**config.mk**
```make
export PLATFORM = sky130hd
export DESIGN_NAME = pcm_mode_select
export DESIGN_NICKNAME = d
export VERILOG_FILES = /design/src/include/pcm_pkg.sv /design/src/pcm_deglitch.sv /design/src/pcm_mode_select.sv
export SDC_FILE = /design/constraint.sdc
export NUM_CORES = 1
export LEC_CHECK = 0
export BUFFER_PORTS_ARGS = -buffer_cell sky130_fd_sc_hd__buf_4
export CAP_MARGIN = 0
export CORE_MARGIN = 4
export CORE_UTILIZATION = 60
export CTS_BUF_LIST = sky130_fd_sc_hd__clkbuf_4 sky130_fd_sc_hd__clkbuf_8
export DETAILED_ROUTE_END_ITERATION = 10
export GPL_ROUTABILITY_DRIVEN = 1
export PLACE_DENSITY_LB_ADDON = 0.3
export SYNTH_ARGS = -nofsm -noshare
export SYNTH_HDL_FRONTEND = slang
export SYNTH_SLANG_ARGS = --single-unit
```
**constraint.sdc**
```tcl
create_clock -name clk -period 2.5 [get_ports clk]
set_clock_uncertainty 0.1 [all_clocks]
set_input_delay 0.375 -clock clk [delete_from_list [all_inputs] [get_ports clk]]
set_output_delay 0.375 -clock clk [all_outputs]
set_load 0.05 [all_outputs]
```
**src/include/pcm_pkg.sv**
```systemverilog
// Constants for the one-wire pulse-count mode selector.
// Assumes a 40 MHz system clock; times are converted to cycles here.
package pcm_pkg;
  localparam int unsigned CLK_HZ          = 40000000;
  localparam int unsigned DEGLITCH_NS     = 2000;
  localparam int unsigned DEGLITCH_CYC    = (DEGLITCH_NS * (CLK_HZ / 1000000) + 999) / 1000;
  localparam int unsigned IDLE_US         = 500;
  localparam int unsigned IDLE_CYC        = IDLE_US * (CLK_HZ / 1000000);
  localparam int unsigned OFF_HOLD_US     = 800;
  localparam int unsigned OFF_HOLD_CYC    = OFF_HOLD_US * (CLK_HZ / 1000000);
  localparam int unsigned RAMP_US         = 100;
  localparam int unsigned RAMP_CYC        = RAMP_US * (CLK_HZ / 1000000);
  localparam int unsigned MAX_EDGES       = 4;
  localparam logic [2:0]  MODE_RESET      = 3'h0;
  localparam logic [1:0]  PLIMIT_1W2      = 2'h0;
  localparam logic [1:0]  PLIMIT_1W0      = 2'h1;
  localparam logic [1:0]  PLIMIT_0W8      = 2'h2;
  localparam logic [1:0]  PLIMIT_0W6      = 2'h3;

  typedef enum logic [2:0] {
    PCM_OFF    = 3'b000,
    PCM_COUNT  = 3'b001,
    PCM_RAMPUP = 3'b011,
    PCM_ON     = 3'b010,
    PCM_RAMPDN = 3'b110,
    PCM_FAULT  = 3'b111
  } pcm_state_t;
endpackage

```
**src/pcm_deglitch.sv**
```systemverilog
// Deglitch filter for the shutdown control pin.
// Assumes the pin is synchronous to clk; output changes only after a stable run.
`timescale 1ns/10ps
module pcm_deglitch
  import pcm_pkg::*;
#(
  parameter int unsigned STABLE_CYC = DEGLITCH_CYC
) (
  input  wire logic clk,
  input  wire logic reset_n,
  input  wire logic pin_in,
  output logic      pin_clean
);
  localparam int unsigned CW = $clog2(STABLE_CYC + 1);

  logic [CW-1:0] cnt_r;

  if (STABLE_CYC < 1) begin : g_bad_stable
    $error("pcm_deglitch: STABLE_CYC must be at least 1");
  end

  // Pin must differ from the filtered level for STABLE_CYC cycles
  always_ff @(posedge clk or negedge reset_n) begin
    if (!reset_n) begin
      cnt_r     <= '0;
      pin_clean <= 1'b0;
    end else if (pin_in == pin_clean) begin
      cnt_r <= '0;
    end else if (cnt_r == CW'(STABLE_CYC - 1)) begin
      cnt_r     <= '0;
      pin_clean <= pin_in;
    end else begin
      cnt_r <= cnt_r + 1'b1;
    end
  end
endmodule

```
**src/pcm_mode_select.sv**
```systemverilog
// One-wire pulse-count mode selector with fault shutdown and pop-free sequencing.
// Assumes shutdown_ctrl_pin and fault inputs are synchronous to clk.
`timescale 1ns/10ps
module pcm_mode_select
  import pcm_pkg::*;
#(
  parameter int unsigned IDLE_CYCLES = IDLE_CYC,
  parameter int unsigned OFF_CYCLES  = OFF_HOLD_CYC,
  parameter int unsigned RAMP_CYCLES = RAMP_CYC,
  parameter int unsigned EDGE_MAX    = MAX_EDGES
) (
  input  wire logic       clk,
  input  wire logic       reset_n,
  input  wire logic       shutdown_ctrl_pin,
  input  wire logic       overcurrent_guard,
  input  wire logic       overtemp_guard,
  output logic [2:0]      mode_r,
  output logic [1:0]      power_limit_r,
  output logic            no_crack_agc_r,
  output logic            amp_enable_r,
  output logic            output_mute_r,
  output logic            fault_active_r
);
  localparam int unsigned TW = $clog2(((IDLE_CYCLES > OFF_CYCLES) ? IDLE_CYCLES : OFF_CYCLES)
                                      + RAMP_CYCLES + 1);

  // Edge counter is three bits wide; timers need a nonzero length
  if (EDGE_MAX < 1 || EDGE_MAX > 7) begin : g_bad_edge_max
    $error("pcm_mode_select: EDGE_MAX out of range");
  end
  if (IDLE_CYCLES < 1 || OFF_CYCLES < 1 || RAMP_CYCLES < 1) begin : g_bad_timing
    $error("pcm_mode_select: timing counts must be at least 1");
  end

  function automatic logic [1:0] limit_of(input logic [2:0] m);
    case (m)
      3'h1:    limit_of = PLIMIT_1W2;
      3'h2:    limit_of = PLIMIT_1W0;
      3'h3:    limit_of = PLIMIT_0W8;
      default: limit_of = PLIMIT_0W6;
    endcase
  endfunction

  // Amplifier stage is powered while ramping or running
  function automatic logic powered(input pcm_state_t s);
    case (s)
      PCM_RAMPUP, PCM_ON, PCM_RAMPDN: powered = 1'b1;
      default:                        powered = 1'b0;
    endcase
  endfunction

  // Rising edges count only from shutdown and while a train is open
  function automatic logic listening(input pcm_state_t s);
    case (s)
      PCM_OFF, PCM_COUNT: listening = 1'b1;
      default:            listening = 1'b0;
    endcase
  endfunction

  logic          pin_f;
  logic          pin_d_r;
  logic          rise;
  logic          rise_pend_r;
  logic          take_edge;
  logic          fault;
  logic [TW-1:0] hi_cnt_r;
  logic [TW-1:0] lo_cnt_r;
  logic [TW-1:0] ramp_cnt_r;
  logic [2:0]    edges_r;
  logic          off_hold;
  logic          idle_done;
  logic          ramp_done;
  pcm_state_t    state_r;
  pcm_state_t    state_nxt;

  pcm_deglitch u_deglitch (
    .clk       (clk),
    .reset_n   (reset_n),
    .pin_in    (shutdown_ctrl_pin),
    .pin_clean (pin_f)
  );

  assign rise      = pin_f & ~pin_d_r;
  assign take_edge = rise | rise_pend_r;
  assign fault     = overcurrent_guard | overtemp_guard;
  assign off_hold  = ~pin_f && (lo_cnt_r >= TW'(OFF_CYCLES));
  assign idle_done = pin_f && (hi_cnt_r >= TW'(IDLE_CYCLES));
  assign ramp_done = (ramp_cnt_r >= TW'(RAMP_CYCLES));

  always_ff @(posedge clk or negedge reset_n) begin
    if (!reset_n) begin
      pin_d_r <= 1'b0;
    end else begin
      pin_d_r <= pin_f;
    end
  end

  // A rise seen during ramp-down already follows a full off-hold, so it is
  // kept and counted once shutdown is reached instead of being lost
  always_ff @(posedge clk or negedge reset_n) begin
    if (!reset_n) begin
      rise_pend_r <= 1'b0;
    end else if (state_r == PCM_RAMPDN) begin
      if (rise) rise_pend_r <= 1'b1;
    end else begin
      rise_pend_r <= 1'b0;
    end
  end

  // High and low run-length timers on the filtered pin
  always_ff @(posedge clk or negedge reset_n) begin
    if (!reset_n) begin
      hi_cnt_r <= '0;
      lo_cnt_r <= '0;
    end else begin
      if (!pin_f) hi_cnt_r <= '0;
      else if (!idle_done) hi_cnt_r <= hi_cnt_r + 1'b1;
      if (pin_f) lo_cnt_r <= '0;
      else if (!off_hold) lo_cnt_r <= lo_cnt_r + 1'b1;
    end
  end

  // Edge counter, active only while a train is being received
  always_ff @(posedge clk or negedge reset_n) begin
    if (!reset_n) begin
      edges_r <= '0;
    end else if (off_hold) begin
      edges_r <= '0;
    end else if (listening(state_r) && take_edge) begin
      if (edges_r < 3'(EDGE_MAX)) edges_r <= edges_r + 1'b1;
    end
  end

  always_comb begin
    state_nxt = state_r;
    case (state_r)
      PCM_OFF: begin
        if (take_edge) state_nxt = PCM_COUNT;
      end
      PCM_COUNT: begin
        if (off_hold) state_nxt = PCM_OFF;
        else if (idle_done) state_nxt = PCM_RAMPUP;
      end
      PCM_RAMPUP: begin
        if (fault) state_nxt = PCM_FAULT;
        else if (off_hold) state_nxt = PCM_RAMPDN;
        else if (ramp_done) state_nxt = PCM_ON;
      end
      PCM_ON: begin
        if (fault) state_nxt = PCM_FAULT;
        else if (off_hold) state_nxt = PCM_RAMPDN;
      end
      PCM_RAMPDN: begin
        if (ramp_done) state_nxt = PCM_OFF;
      end
      PCM_FAULT: begin
        if (off_hold) state_nxt = PCM_OFF;
        else if (!fault) state_nxt = PCM_RAMPUP;
      end
      default: state_nxt = PCM_OFF;
    endcase
  end

  always_ff @(posedge clk or negedge reset_n) begin
    if (!reset_n) begin
      state_r <= PCM_OFF;
    end else begin
      state_r <= state_nxt;
    end
  end

  // Ramp timer restarts on every state change
  always_ff @(posedge clk or negedge reset_n) begin
    if (!reset_n) begin
      ramp_cnt_r <= '0;
    end else if (state_nxt != state_r) begin
      ramp_cnt_r <= '0;
    end else if (!ramp_done) begin
      ramp_cnt_r <= ramp_cnt_r + 1'b1;
    end
  end

  // Mode latch: loaded once when the train completes
  always_ff @(posedge clk or negedge reset_n) begin
    if (!reset_n) begin
      mode_r        <= MODE_RESET;
      power_limit_r <= PLIMIT_1W2;
    end else if (state_r == PCM_OFF) begin
      mode_r <= MODE_RESET;
    end else if (state_r == PCM_COUNT && state_nxt == PCM_RAMPUP) begin
      mode_r        <= edges_r;
      power_limit_r <= limit_of(edges_r);
    end
  end

  // Amplifier controls from state; mute leads enable on the way down
  always_ff @(posedge clk or negedge reset_n) begin
    if (!reset_n) begin
      amp_enable_r   <= 1'b0;
      output_mute_r  <= 1'b1;
      no_crack_agc_r <= 1'b0;
      fault_active_r <= 1'b0;
    end else begin
      amp_enable_r   <= powered(state_nxt);
      output_mute_r  <= (state_nxt != PCM_ON);
      no_crack_agc_r <= (state_nxt == PCM_ON) || (state_nxt == PCM_RAMPUP);
      fault_active_r <= (state_nxt == PCM_FAULT);
    end
  end
endmodule

```
Yosys cells after proc, flatten, opt, wreduce, memory -nomap -nowiden
Index checks and enable logic that the tools add are counted.
{ "word_totals": {"register_bits": 73, "in_bits": 5, "output_inout_bits": 9} }
{ "op_classes": {"muxes": 31, "addsub": 5, "n_reduce_logical": 14, "n_bitwise": 7, "n_eq_ne": 20, "magnitude_cmp": 4} }
{ "ops": {"columns": ["cell", "count"], "rows": [
  ["two-way mux 16 bit", 6],
  ["adder 16 x 1 -> 16 bit, second input constant", 3],
  ["two-way mux 3 bit", 16],
  [">= comparator 16 x 15 -> 1 bit, second input constant", 2],
  ["== test 3 x 2 -> 1 bit, second input constant", 6],
  ["one-hot mux 3 bit (6 select lines)", 1],
  [">= comparator 16 x 12 -> 1 bit, second input constant", 1],
  ["two-way mux 7 bit", 2],
  ["== test 3 bit, second input constant", 4],
  ["adder 7 x 1 -> 7 bit, second input constant", 1],
  ["== test 7 bit, second input constant", 1],
  ["== test 3 x 1 -> 1 bit, second input constant", 2],
  ["one-hot mux 2 bit (3 select lines)", 1],
  ["AND reduction 2 bit", 3],
  ["nonzero test 2 bit", 3],
  ["two-way mux 1 bit", 5],
  ["logical AND 1 bit", 4],
  ["inequality test 2 x 1 -> 1 bit, second input constant", 2],
  ["inequality test 2 bit, second input constant", 2],
  ["inverter 1 bit", 4],
  ["adder 3 x 1 -> 3 bit, second input constant", 1],
  ["zero test 3 bit", 1],
  ["< comparator 3 bit, second input constant", 1],
  ["inequality test 3 x 2 -> 1 bit, second input constant", 1],
  ["other kinds (7)", 8]
]} }

Logic depth before layout (Yosys ltp)
Gate-level depths: netlist of the first run.
{ "depth": {"ltp_word": 9, "ltp_mapped": 7} }

Modules after synthesis
Synthesis of the first run repeated with hierarchy kept, for this count alone.
{ "unflattened": {"hier_cells": 378, "area_unflattened_um2": 3734.8} }
{ "by_module_without_submodules": {"columns": ["module", "instances", "cells_per_inst", "area_each_um2"], "rows": [
  ["pcm_mode_select", 1, 343, 3350.7],
  ["pcm_deglitch", 1, 35, 384.1]
]} }

Worst setup path before layout of the first run
Ideal clock, no wire load.
{ "synth_timing": {"path_kind": "register to register", "startpoint": "register hi_cnt_r[8]", "endpoint": "register hi_cnt_r[10]", "required_ns": 2.281, "synth_period_minus_slack_ns": 2.008, "arrival_time_ns": 1.789, "path_stages_with_launch": 6, "path_slack_ns": 0.492, "setup_ns": 0.119, "path_cell_list": "dfrtp_1 o41ai_4 o2111ai_2 or4_1 xnor2_1 and2_1"} }
{ "synth_via": {"elab_chain_len": 3, "word_cells_on_any_way": 6, "cone_classes": "1 x add/sub; 1 x order compare; 1 x eq/ne; 2 x mux; 1 x reduce/logical"} }
{ "synth_rtl": {"columns": ["item", "line_no", "text"], "rows": [
  ["start: declaration", "pcm_mode_select.sv:66", "logic [TW-1:0] hi_cnt_r;"],
  ["start signal: assignment", "pcm_mode_select.sv:117", "else if (!idle_done) hi_cnt_r <= hi_cnt_r + 1'b1;"],
  ["adder 16 x 1 -> 16 bit or >= comparator 16 x 15 -> 1 bit (tied branches)", "pcm_mode_select.sv:117, pcm_mode_select.sv:87", null],
  ["two-way mux 16 bit or logical AND 1 bit (tied branches)", "pcm_mode_select.sv:117, pcm_mode_select.sv:87", null],
  ["two-way mux 16 bit or inequality test 2 bit (tied branches)", null, null]
]} }
Parallel ways exist; a longest one is shown, timed or not. The select of a mux whose other input is x is not followed.
A chain may end at the register's enable or synchronous reset.

Worst setup path in the final report of the first run
{ "layout_timing": {"startpoint": "register state_r[2]", "endpoint": "register ramp_cnt_r[1]"} }
{ "layout_via": {"elab_chain_len": 6, "word_cells_on_any_way": 21, "cone_classes": "7 x eq/ne; 13 x mux; 1 x reduce/logical"} }
{ "layout_rtl": {"columns": ["item", "line_no", "text"], "rows": [
  ["start: declaration", "pcm_mode_select.sv:73", "pcm_state_t state_r;"],
  ["start signal: assignment", "pcm_mode_select.sv:168", "state_r <= state_nxt;"],
  ["two-way mux 3 bit", "pcm_mode_select.sv:147", "else if (ramp_done) state_nxt = PCM_ON;"],
  ["two-way mux 3 bit", "pcm_mode_select.sv:146", "else if (off_hold) state_nxt = PCM_RAMPDN;"],
  ["two-way mux 3 bit", "pcm_mode_select.sv:145", "if (fault) state_nxt = PCM_FAULT;"],
  ["one-hot mux 3 bit (6 select lines)", "pcm_mode_select.sv:136", "case (state_r)"],
  ["inequality test 3 bit (*)", "pcm_mode_select.sv:176", "end else if (state_nxt != state_r) begin"],
  ["inequality test 2 x 1 -> 1 bit (no source line) or two-way mux 16 bit (tied branches)", null, null],
  ["end signal: assignment", "pcm_mode_select.sv:179", "ramp_cnt_r <= ramp_cnt_r + 1'b1;"],
  ["end: declaration", "pcm_mode_select.sv:68", "logic [TW-1:0] ramp_cnt_r;"]
]} }
Mark *: on every way between the ends. The rest lies on a longest branch, timed or not.

==> flow_metrics.env, run 1 <==
export IMPL_arrival_ps=2320
export IMPL_r2r_start="state_r[2]"
export IMPL_start_util=0.6314
export IMPL_gr_total_overflow=0
export IMPL_pin_count=14
export IMPL_hold_path_class="in2async"
export IMPL_synth_cell_types=56
export IMPL_rsz0062_at_grt="no"
export IMPL_avgSynthCellArea_um2=10.37
export IMPL_p_leak_nw=1.889
export IMPL_antenna_found_initial=0
export IMPL_dr_pass1_iters=4
export IMPL_cts_setup_buffers=0
export IMPL_ys_seq_area_frac=0.4804
export IMPL_irDropWorstVdd_mv=0.4319
export IMPL_grt_max_degree=74
export IMPL_drcViolationCount=0
export IMPL_hold_buffers=0
export IMPL_endpoint_kind="flip-flop"
export IMPL_synth_ff_latch_count=73
export IMPL_cts_root_buf="clkbuf_8"
export IMPL_ant_nets=0
export IMPL_diodes=0
export IMPL_chipHeight_um=87.64
export IMPL_routedWlPerCell_um=14.18
export IMPL_rrSetupSlack_ps=250
export IMPL_area_growth_pct=10.36
export IMPL_hold_violations=0
export IMPL_die_area_mm2=0.007680
export IMPL_fin_crit_sh=0.9004
export IMPL_cts_max_level=3
export IMPL_syn_nets=383
export IMPL_worstMarginPinSlew_ps=895.5
export IMPL_grt_use_total=0.1959
export IMPL_use_met1=0.2614
export IMPL_cts_inserted_buffers=9
export IMPL_period_minus_slack_ps=2251
export IMPL_power_density_mw_per_mm2=562.4
export IMPL_p_total_mw=2.361
export IMPL_reg2reg_depth=5
export IMPL_clk_path_buf_depth=2
export IMPL_rows=28
export IMPL_hpwl_um=4334
export IMPL_synth_top_area_share=0.4735
export IMPL_gr_usage_met2=0.3137
export IMPL_synth_area_leaders="dfrtp_1 (47%), xnor2_1 (5.8%), nor2_1 (4.1%)"
export IMPL_avgViaCountPerCell=5.624
export IMPL_grt_pass1_vias=2619
export IMPL_multi_input_area_mm2=0.001834
export IMPL_ctsResizeCount=0
export IMPL_syn_area_mm2=0.003805
export IMPL_routabilityCongestion=0.8247
export IMPL_layout_drive_gt1_share=0.1586
export IMPL_grt_pass1_wl_um=11870
export IMPL_cts_reportedPaths_clkPinSlew_ps=80
export IMPL_slew_limit_headroom=0.4029
export IMPL_drt_wl_total_um=6609
export IMPL_ys_warn_count=0
export IMPL_fmax_ghz=0.4443
export IMPL_crit_path_start_kind="flip-flop"
export IMPL_synthCells=367
export IMPL_setup_viol=0
export IMPL_yosysTopAreaCell="dfrtp_1"
export IMPL_fin_tns_setup_ps=0
export IMPL_met3_usage=0.03481
export IMPL_die_w_um=87.64
export IMPL_finalMaxSlewViolations=0
export IMPL_portBuffers=13
export IMPL_synth_edff_count=0
export IMPL_status="finished, final reports clean"
export IMPL_route_vias_total=2621
export IMPL_synth_main_ff_cell="dfrtp_1"
export IMPL_core_area_mm2=0.006026
export IMPL_cts_tree="done"
export IMPL_worstReg2RegEnd="ramp_cnt_r[1]"
export IMPL_first_iter_violations=197
export IMPL_required_ps=2570
export IMPL_seqCellArea_mm2=0.001828
export IMPL_fillCellCount=436
export IMPL_grt_busiest_layer="met2"
export IMPL_nNetsFinal=402
export IMPL_drv_cap=0
export IMPL_worstPathMaxFanout=15
export IMPL_async_flop_share=1.000
export IMPL_clock_sinks=73
export IMPL_clkLatencyLatePin_ps=340
export IMPL_critical_path_class="reg2reg"
-- state kept, by name, summed over array words and instances (netlist names) --
name and count:
rise_pend_r 1, pin_d_r 1, edges_r 3, lo_cnt_r 16
u_deglitch.pin_clean 1, power_limit_r 2, state_r 3, ramp_cnt_r 16
fault_active_r 1, mode_r 3, u_deglitch.cnt_r 7, no_crack_agc_r 1
amp_enable_r 1, hi_cnt_r 16, output_mute_r 1
-- where the power goes --
group / internal [mW] / switching, mW
Combinational: 0.0621 / 0.0877
Clock: 0.527 / 0.432
Sequential: 1.21 / 0.0393
Total: 1.80 / 0.558
-- kinds of logic (layout without fill, tap and decap cells) --
group | after synthesis | in the layout | share of synthesized area
simple gates | 140 | 140 | 0.1884
flops | 73 | 73 | 0.4804
compound gates | 60 | 60 | 0.1437
xor+xnor | 40 | 40 | 0.09208
buf+inv | 35 | 59 | 0.03749
fa+ha+maj | 11 | 11 | 0.03617
mux | 8 | 8 | 0.02170
-- worst max-delay path: stages (launching register included) --
cell	delay (ps)
dfrtp_1	580
nor2_1	140
a32oi_1	300
nand2_1	130
o21ai_2	720
a211oi_1	120
-- cells in the final DEF (no fill, tap or decap), drive strengths merged, types with 2 or more instances in the layout --
master	count
mux2	2
nand4	7
nor3	13
nand3	20
mux2i	6
o22ai	2
o41ai	2
dfrtp	72
o21ai	10
nand2b	3
o2111ai	2
clkbuf	12
ha	11
a22o	3
and3	8
o211ai	2
buf	19
nand2	18
a21o	2
o21a	3
and4	4
nor2	42
xor2	15
inv	24
nor2b	5
xnor2	25
and2	15
a21oi	7
clkinv	2
a211oi	16
-- cells in the mapped netlist, types with 2 or more instances --
library cell / instances
nand2_1: 18
mux2_2: 2
xnor2_1: 25
a211oi_1: 6
nand2b_1: 3
a22o_1: 3
nand3_1: 19
clkbuf_1: 9
o21ai_0: 7
o21ai_2: 2
nor2b_1: 5
a21o_1: 2
nor3_1: 12
and2_1: 15
xor2_1: 15
and3_1: 8
nor2_1: 42
a21oi_1: 7
nand4_1: 7
o22ai_1: 2
mux2i_1: 6
o21a_1: 3
a211oi_2: 10
dfrtp_1: 72
ha_1: 11
inv_1: 24
and4_1: 3
-- worst max-delay path by stage --
stage | from | endpoint
floorplan | hi_cnt_r[8] | hi_cnt_r[10]
global placement | overtemp_guard | ramp_cnt_r[3]
CTS | state_r[2] | ramp_cnt_r[1]
detailed placement | overtemp_guard | ramp_cnt_r[5]
finish | state_r[2] | ramp_cnt_r[1]
global route | state_r[2] | ramp_cnt_r[1]
-- through the flow --
step	instances	setup slack, ps	utilization	cell area, um2	hold slack (ps)
after floorplan	367	491.9	-	3805	-20.59
after global placement	450	306.1	0.6620	3989	337.6
after detailed placement	450	238.6	0.6620	3989	354.4
after CTS	466	273.4	0.6968	4199	84.11
after global routing	466	56.48	0.6968	4199	132.3
final	466	249.1	0.6968	4199	46.19
-- layout make-up --
class | instances | share of cell area
multi-input combinational | 259 | 0.4368
sequential | 73 | 0.4353
clock buffer | 12 | 0.03784
timing repair buffer | 19 | 0.03397
tap | 75 | 0.02235
inverter | 24 | 0.02145
clock inverter | 4 | 0.01222
-- metal layers --
layer  share of wire  vias up  wire (um)
met3           0.038        9        248
met4           0.015        0         97
li1                -     1308          -
met1            0.49     1259       3238
met2            0.46       45       3024
met5               0        -          0
No activity file was read; power rests on OpenSTA's default activity.
==> inputs of run 2 (changes only) <==
Settings changed: ABC_AREA from default to 1, TNS_END_PERCENT from default to 100.
==> run 2 against run 1 <==
Largest power group unchanged; global-route usage up 0.83 points; via count increased by 11%; cell count grew 17%; critical path depth is 4 higher; critical endpoint is now ramp_cnt_r[4]; sequential share of layout area rose by 1.0 points; non-clock buffer count fell by 4; core utilization is 1.2 points lower; power grew 13%.
==> flow_metrics.env, run 2 <==
export IMPL_status="finished, final reports clean"
export IMPL_final_cells=545
export IMPL_hold_violations=0
export IMPL_clkLatencyLatePin_ps=350
export IMPL_synth_area_leaders="dfrtp_1 (48%), inv_1 (6.6%), nand2_1 (6.3%)"
export IMPL_critical_path_class="reg2reg"
export IMPL_fmax_ghz=0.4929
export IMPL_dr_pass1_iters=4
export IMPL_synth_top_area_share=0.4798
export IMPL_slew_limit_headroom=0.4154
export IMPL_pin_count=14
export IMPL_fin_ws_ps=471.3
export IMPL_arrival_ps=2210
export IMPL_core_area_mm2=0.005991
export IMPL_async_flop_share=1.000
export IMPL_place_inst=529
export IMPL_cts_reportedPaths_clkPinSlew_ps=80
export IMPL_synth_main_ff_cell="dfrtp_1"
export IMPL_ctsResizeCount=0
export IMPL_synthCells=446
export IMPL_period_minus_slack_ps=2029
export IMPL_hold_path_class="in2async"
export IMPL_timing_hold_ws_ps=40.66
export IMPL_final_common_cell="dfrtp_1"
export IMPL_drv_cap=0
export IMPL_hpwl_um=4741
export IMPL_fin_crit_sh=0.8115
export IMPL_syn_nets=462
export IMPL_post_place_ws_ps=528.1
export IMPL_antenna_found_initial=0
export IMPL_endpoint_kind="flip-flop"
export IMPL_fin_tns_setup_ps=0
export IMPL_cts_tree="done"
export IMPL_drt_wl_total_um=6885
export IMPL_start_util=0.6268
export IMPL_avgSynthCellArea_um2=8.419
export IMPL_placed_area_mm2=0.003915
export IMPL_cts_inserted_buffers=9
export IMPL_ys_warn_count=0
export IMPL_grt_pass1_vias=2880
export IMPL_grt_max_degree=74
export IMPL_rows=28
export IMPL_cp_slowest_stage_delay_ps=410
export IMPL_yosysTopAreaCell="dfrtp_1"
export IMPL_die_area_mm2=0.007588
export IMPL_layout_drive_gt1_share=0.1319
export IMPL_finalMaxSlewViolations=0
export IMPL_die_w_um=87.11
export IMPL_clock_sinks=73
export IMPL_stdcell_area_mm2=0.004105
export IMPL_first_iter_violations=154
export IMPL_synth_edff_count=0
export IMPL_synth_ff_latch_count=73
export IMPL_grt_use_total=0.2042
export IMPL_crit_top_cell="nor2_1"
export IMPL_clk_path_buf_depth=2
export IMPL_setup_viol=0
export IMPL_crit_path_cell_trace="nor2_1 -> nand2_1 -> nor2_1 -> a21oi_4 -> nand2_2 -> nand2_1 -> nand2_2 -> nand3_4 -> nor2_1"
export IMPL_portBuffers=13
export IMPL_required_ps=2680
export IMPL_crit_buf_inv=0
export IMPL_p_leak_nw=1.952
export IMPL_irDropWorstVdd_mv=0.4742
export IMPL_area_growth_pct=9.330
export IMPL_grt_pass1_wl_um=12260
export IMPL_chipHeight_um=87.11
export IMPL_worstPathMaxFanout=16
export IMPL_syn_area_mm2=0.003755
export IMPL_worstMarginPinSlew_ps=876.9
export IMPL_crit_path_start_kind="flip-flop"
export IMPL_ant_nets=0
export IMPL_cts_max_level=3
export IMPL_ys_seq_area_frac=0.4868
export IMPL_hold_buffers=0
export IMPL_reg_top3="hi_cnt_r (16), lo_cnt_r (16), ramp_cnt_r (16)"
export IMPL_routabilityCongestion=0.8203
export IMPL_synth_cell_types=41
export IMPL_critical_path_slowest_cell="dfrtp_1"
export IMPL_diodes=0
export IMPL_layout_common_cells="dfrtp_1 (72), inv_1 (66), nand2_1 (63)"
export IMPL_critPathTopFamily="simple AND/OR/NAND/NOR gates"
export IMPL_synth_top_cells_by_count="dfrtp_1 (72), inv_1 (66), nand2_1 (63)"
export IMPL_nNetsFinal=481
export IMPL_avgViaCountPerCell=5.330
export IMPL_cts_setup_buffers=0
export IMPL_routedWlPerCell_um=12.63
export IMPL_synth_most_common_cell="dfrtp_1"
export IMPL_gr_total_overflow=0
export IMPL_cts_root_buf="clkbuf_8"
export IMPL_route_vias_total=2905
export IMPL_power_density_mw_per_mm2=648.7
export IMPL_rsz0062_at_grt="no"
export IMPL_drcViolationCount=0
-- run 2: cell count changes after synthesis, sizes merged, moves of 7 or more --
cell	delta
o21ai	+21
xnor2	-22
inv	+44
a211oi	-15
and2	-14
and3	-7
nand2	+54
nor2	+26
nand3	+15
a21oi	+19
-- run 2: final cells by class --
class / instances / area (um2)
timing repair buffer: 15 / 112.6
clock buffer: 10 / 131.4
fill: 464 / 1886
tap: 75 / 93.84
sequential: 73 / 1828
inverter: 68 / 255.2
clock inverter: 6 / 58.81
multi-input combinational: 298 / 1625
-- run 2: power by group --
part	leakage [nW]	internal, mW	switching (mW)
Sequential	0.975	1.29	0.106
Combinational	0.874	0.140	0.219
Clock	0.103	0.467	0.437
Total	1.95	1.90	0.762
-- run 2: per-layer routing --
| layer | share of wire | track usage | vias up | routed length, um |
|---|---|---|---|---|
| li1 | - | - | 1476 | - |
| met1 | 0.47 | 0.2650 | 1369 | 3230 |
| met2 | 0.48 | 0.3320 | 49 | 3275 |
| met3 | 0.037 | 0.04636 | 11 | 257 |
| met4 | 0.018 | 0.08368 | 0 | 121 |
| met5 | 0 | 0 | - | 0 |
-- run 2: kinds of logic (layout without fill, tap and decap cells) --
| group | Yosys count | after routing | share of synthesized area |
|---|---|---|---|
| compound gates | 70 | 70 | 0.1040 |
| xor+xnor | 12 | 12 | 0.02799 |
| buf+inv | 75 | 99 | 0.08030 |
| simple gates | 205 | 205 | 0.2642 |
| flops | 73 | 73 | 0.4868 |
| fa+ha+maj | 11 | 11 | 0.03665 |
-- run 2: final timing paths --
kind | endpoint | from | slack [ps] | depth (start not counted)
setup reg to reg | ramp_cnt_r[4] | state_r[2] | 470 | 9
setup / recovery | ramp_cnt_r[4] | state_r[2] | 470 | 9
max in group asynchronous | lo_cnt_r[1] | reset_n | 1690 | 1
hold / removal | hi_cnt_r[13] | reset_n | 40 | 1
min in group clk | u_deglitch.pin_clean | shutdown_ctrl_pin | 170 | 3
hold reg to reg | u_deglitch.cnt_r[0] | u_deglitch.cnt_r[0] | 360 | 1
-- run 2: stage by stage --
stage	total power, mW	utilization
after detailed placement	1.781	0.6535
after CTS	2.679	0.6853
after global placement	1.759	0.6535
after global routing	2.808	0.6853
after floorplan	1.680	-
final	2.663	0.6853
==> inputs of run 3 (changes only) <==
Clock period 2.5 ns to 2.09 ns, I/O delays scaled along.
==> run 3 against run 2 <==
Power is 17% higher; first-iteration DRC count is 20% lower; clock-buffer cell count rose by 3; sequential share of layout area shrank 0.67 points; cell count rose by 0.92%; register-to-register slack worse by 310 ps; die area is the same; wire length rose by 2.4%; flip-flop and latch count unchanged; maximum frequency increased by 5.2%; core utilization rose by 1.0 points.
==> flow_metrics.env, run 3 (synthesis results as in run 2) <==
export IMPL_fmax_ghz=0.5186
export IMPL_irDropWorstVdd_mv=0.6363
export IMPL_cts_reportedPaths_clkPinSlew_ps=70
export IMPL_worstMarginPinSlew_ps=386.8
export IMPL_met3_usage=0.03406
export IMPL_crit_path_cell_trace="inv_1 -> nand2_1 -> nor2_4 -> nand2_4 -> nor2_1 -> nand2_1 -> nand2_1 -> nand2_2 -> nand2_2 -> nand2_1 -> nand2_2 -> nand3_4 -> nor2_1"
export IMPL_critPathTopFamily="simple AND/OR/NAND/NOR gates"
export IMPL_power_density_mw_per_mm2=750.3
export IMPL_hold_path_class="in2reg"
export IMPL_chipHeight_um=87.11
export IMPL_grt_use_total=0.2110
export IMPL_gr_usage_met2=0.3533
export IMPL_ant_nets=0
export IMPL_cp_slowest_stage_delay_ps=370
export IMPL_cts_inserted_buffers=9
export IMPL_layout_drive_gt1_share=0.1432
export IMPL_worstPathMaxFanout=9
export IMPL_final_cells=550
export IMPL_place_inst=532
export IMPL_area_growth_pct=11.00
export IMPL_crit_buf_inv=1
export IMPL_portBuffers=13
export IMPL_route_vias_total=2915
export IMPL_hold_violations=0
export IMPL_dr_pass1_iters=4
export IMPL_grt_pass1_vias=2998
export IMPL_worstReg2RegEnd="ramp_cnt_r[1]"
export IMPL_fin_crit_sh=0.9226
export IMPL_die_area_mm2=0.007588
export IMPL_clock_sinks=73
export IMPL_slew_limit_headroom=0.7398
export IMPL_setup_viol=0
export IMPL_fin_tns_setup_ps=0
export IMPL_rsz0062_at_grt="no"
export IMPL_p_leak_nw=1.988
export IMPL_status="finished, final reports clean"
export IMPL_diodes=0
export IMPL_nNetsFinal=486
export IMPL_first_iter_violations=123
export IMPL_start_util=0.6268
export IMPL_rrSetupSlack_ps=160
export IMPL_pin_count=14
export IMPL_finalMaxSlewViolations=0
export IMPL_layout_common_cells="dfrtp_1 (72), inv_1 (66), nand2_1 (63)"
export IMPL_min_to="u_deglitch.pin_clean"
export IMPL_drv_cap=0
export IMPL_critical_path_class="reg2reg"
export IMPL_cts_max_level=3
export IMPL_die_w_um=87.11
export IMPL_cts_tree="done"
export IMPL_reg_top3="hi_cnt_r (16), lo_cnt_r (16), ramp_cnt_r (16)"
export IMPL_cts_root_buf="clkbuf_8"
export IMPL_hpwl_um=4738
export IMPL_core_area_mm2=0.005991
export IMPL_drt_wl_total_um=7047
export IMPL_routedWlPerCell_um=12.81
export IMPL_required_ps=2260
export IMPL_period_minus_slack_ps=1928
export IMPL_antenna_found_initial=0
export IMPL_crit_top_cell="nand2_1"
export IMPL_drcViolationCount=0
export IMPL_grt_busiest_layer="met2"
export IMPL_clkLatencyLatePin_ps=340
export IMPL_crit_path_start_kind="flip-flop"
export IMPL_use_met1=0.2656
export IMPL_arrival_ps=2100
export IMPL_avgViaCountPerCell=5.300
export IMPL_routabilityCongestion=0.8493
export IMPL_critical_path_slowest_cell="dfrtp_1"
export IMPL_final_common_cell="dfrtp_1"
export IMPL_r2r_start="ramp_cnt_r[14]"
export IMPL_rows=28
export IMPL_grt_max_degree=74
export IMPL_hold_path_depth=3
export IMPL_clk_path_buf_depth=2
export IMPL_gr_total_overflow=0
export IMPL_hp_start="shutdown_ctrl_pin"
export IMPL_reg2reg_depth=13
export IMPL_grt_pass1_wl_um=12740
export IMPL_endpoint_kind="flip-flop"
[run 3: worst max-delay path by stage]
stage                         startpoint        endpoint  slack [ps]  cells past startpoint
after global placement    ramp_cnt_r[14]   ramp_cnt_r[1]         250                     13
final                     ramp_cnt_r[14]   ramp_cnt_r[1]         160                     13
after detailed placement  ramp_cnt_r[14]   ramp_cnt_r[3]         140                     13
after floorplan              lo_cnt_r[9]   ramp_cnt_r[8]         390                     15
after CTS                 ramp_cnt_r[14]   ramp_cnt_r[3]         110                     13
after global routing      ramp_cnt_r[14]  ramp_cnt_r[13]          10                     13
[run 3: worst register-to-register path: cells and delay by family (launching register included)]
family | cells | cell delay [ps]
buffers and inverters | 1 | 90
DFF | 1 | 370
and+or+nand+nor | 12 | 1320
[run 3: timing repair]
action,in CTS,in global routing
gates resized for setup,0,4
endpoints found under the setup margin,0,16
buffers inserted,0,0
hold endpoints to repair,72,0
hold buffers,1,0
[run 3: layer usage]
metal  vias to the layer above  wire length [um]
met1                      1373              3366
met5                         -                 0
li1                       1488                 -
met4                         0               174
met3                        15               169
met2                        39              3336
[run 3: through the flow]
stage          hold slack [ps]  cell area, um2  power, mW    util  setup slack [ps]
2_1_floorplan           -82.09            3755      2.010       -             393.7
3_3_place_gp             253.8            3950      2.111  0.6594             254.0
3_5_place_dp             258.6            3950      2.131  0.6594             135.1
4_1_cts                  91.19            4141      3.145  0.6913             114.6
5_1_grt                  97.50            4168      3.306  0.6957             13.79
6_report                 93.83            4168      3.127  0.6957             161.7
[run 3: power breakdown]
part / internal, mW / switching, mW
Combinational: 0.179 / 0.258
Clock: 0.517 / 0.495
Sequential: 1.55 / 0.130
[run 3: layout make-up]
class,count,area (um2)
timing repair buffer,19,157.7
inverter,68,255.2
fill,455,1823
clock buffer,13,166.4
tap,75,93.84
multi-input combinational,299,1652
clock inverter,3,15.01
sequential,73,1828
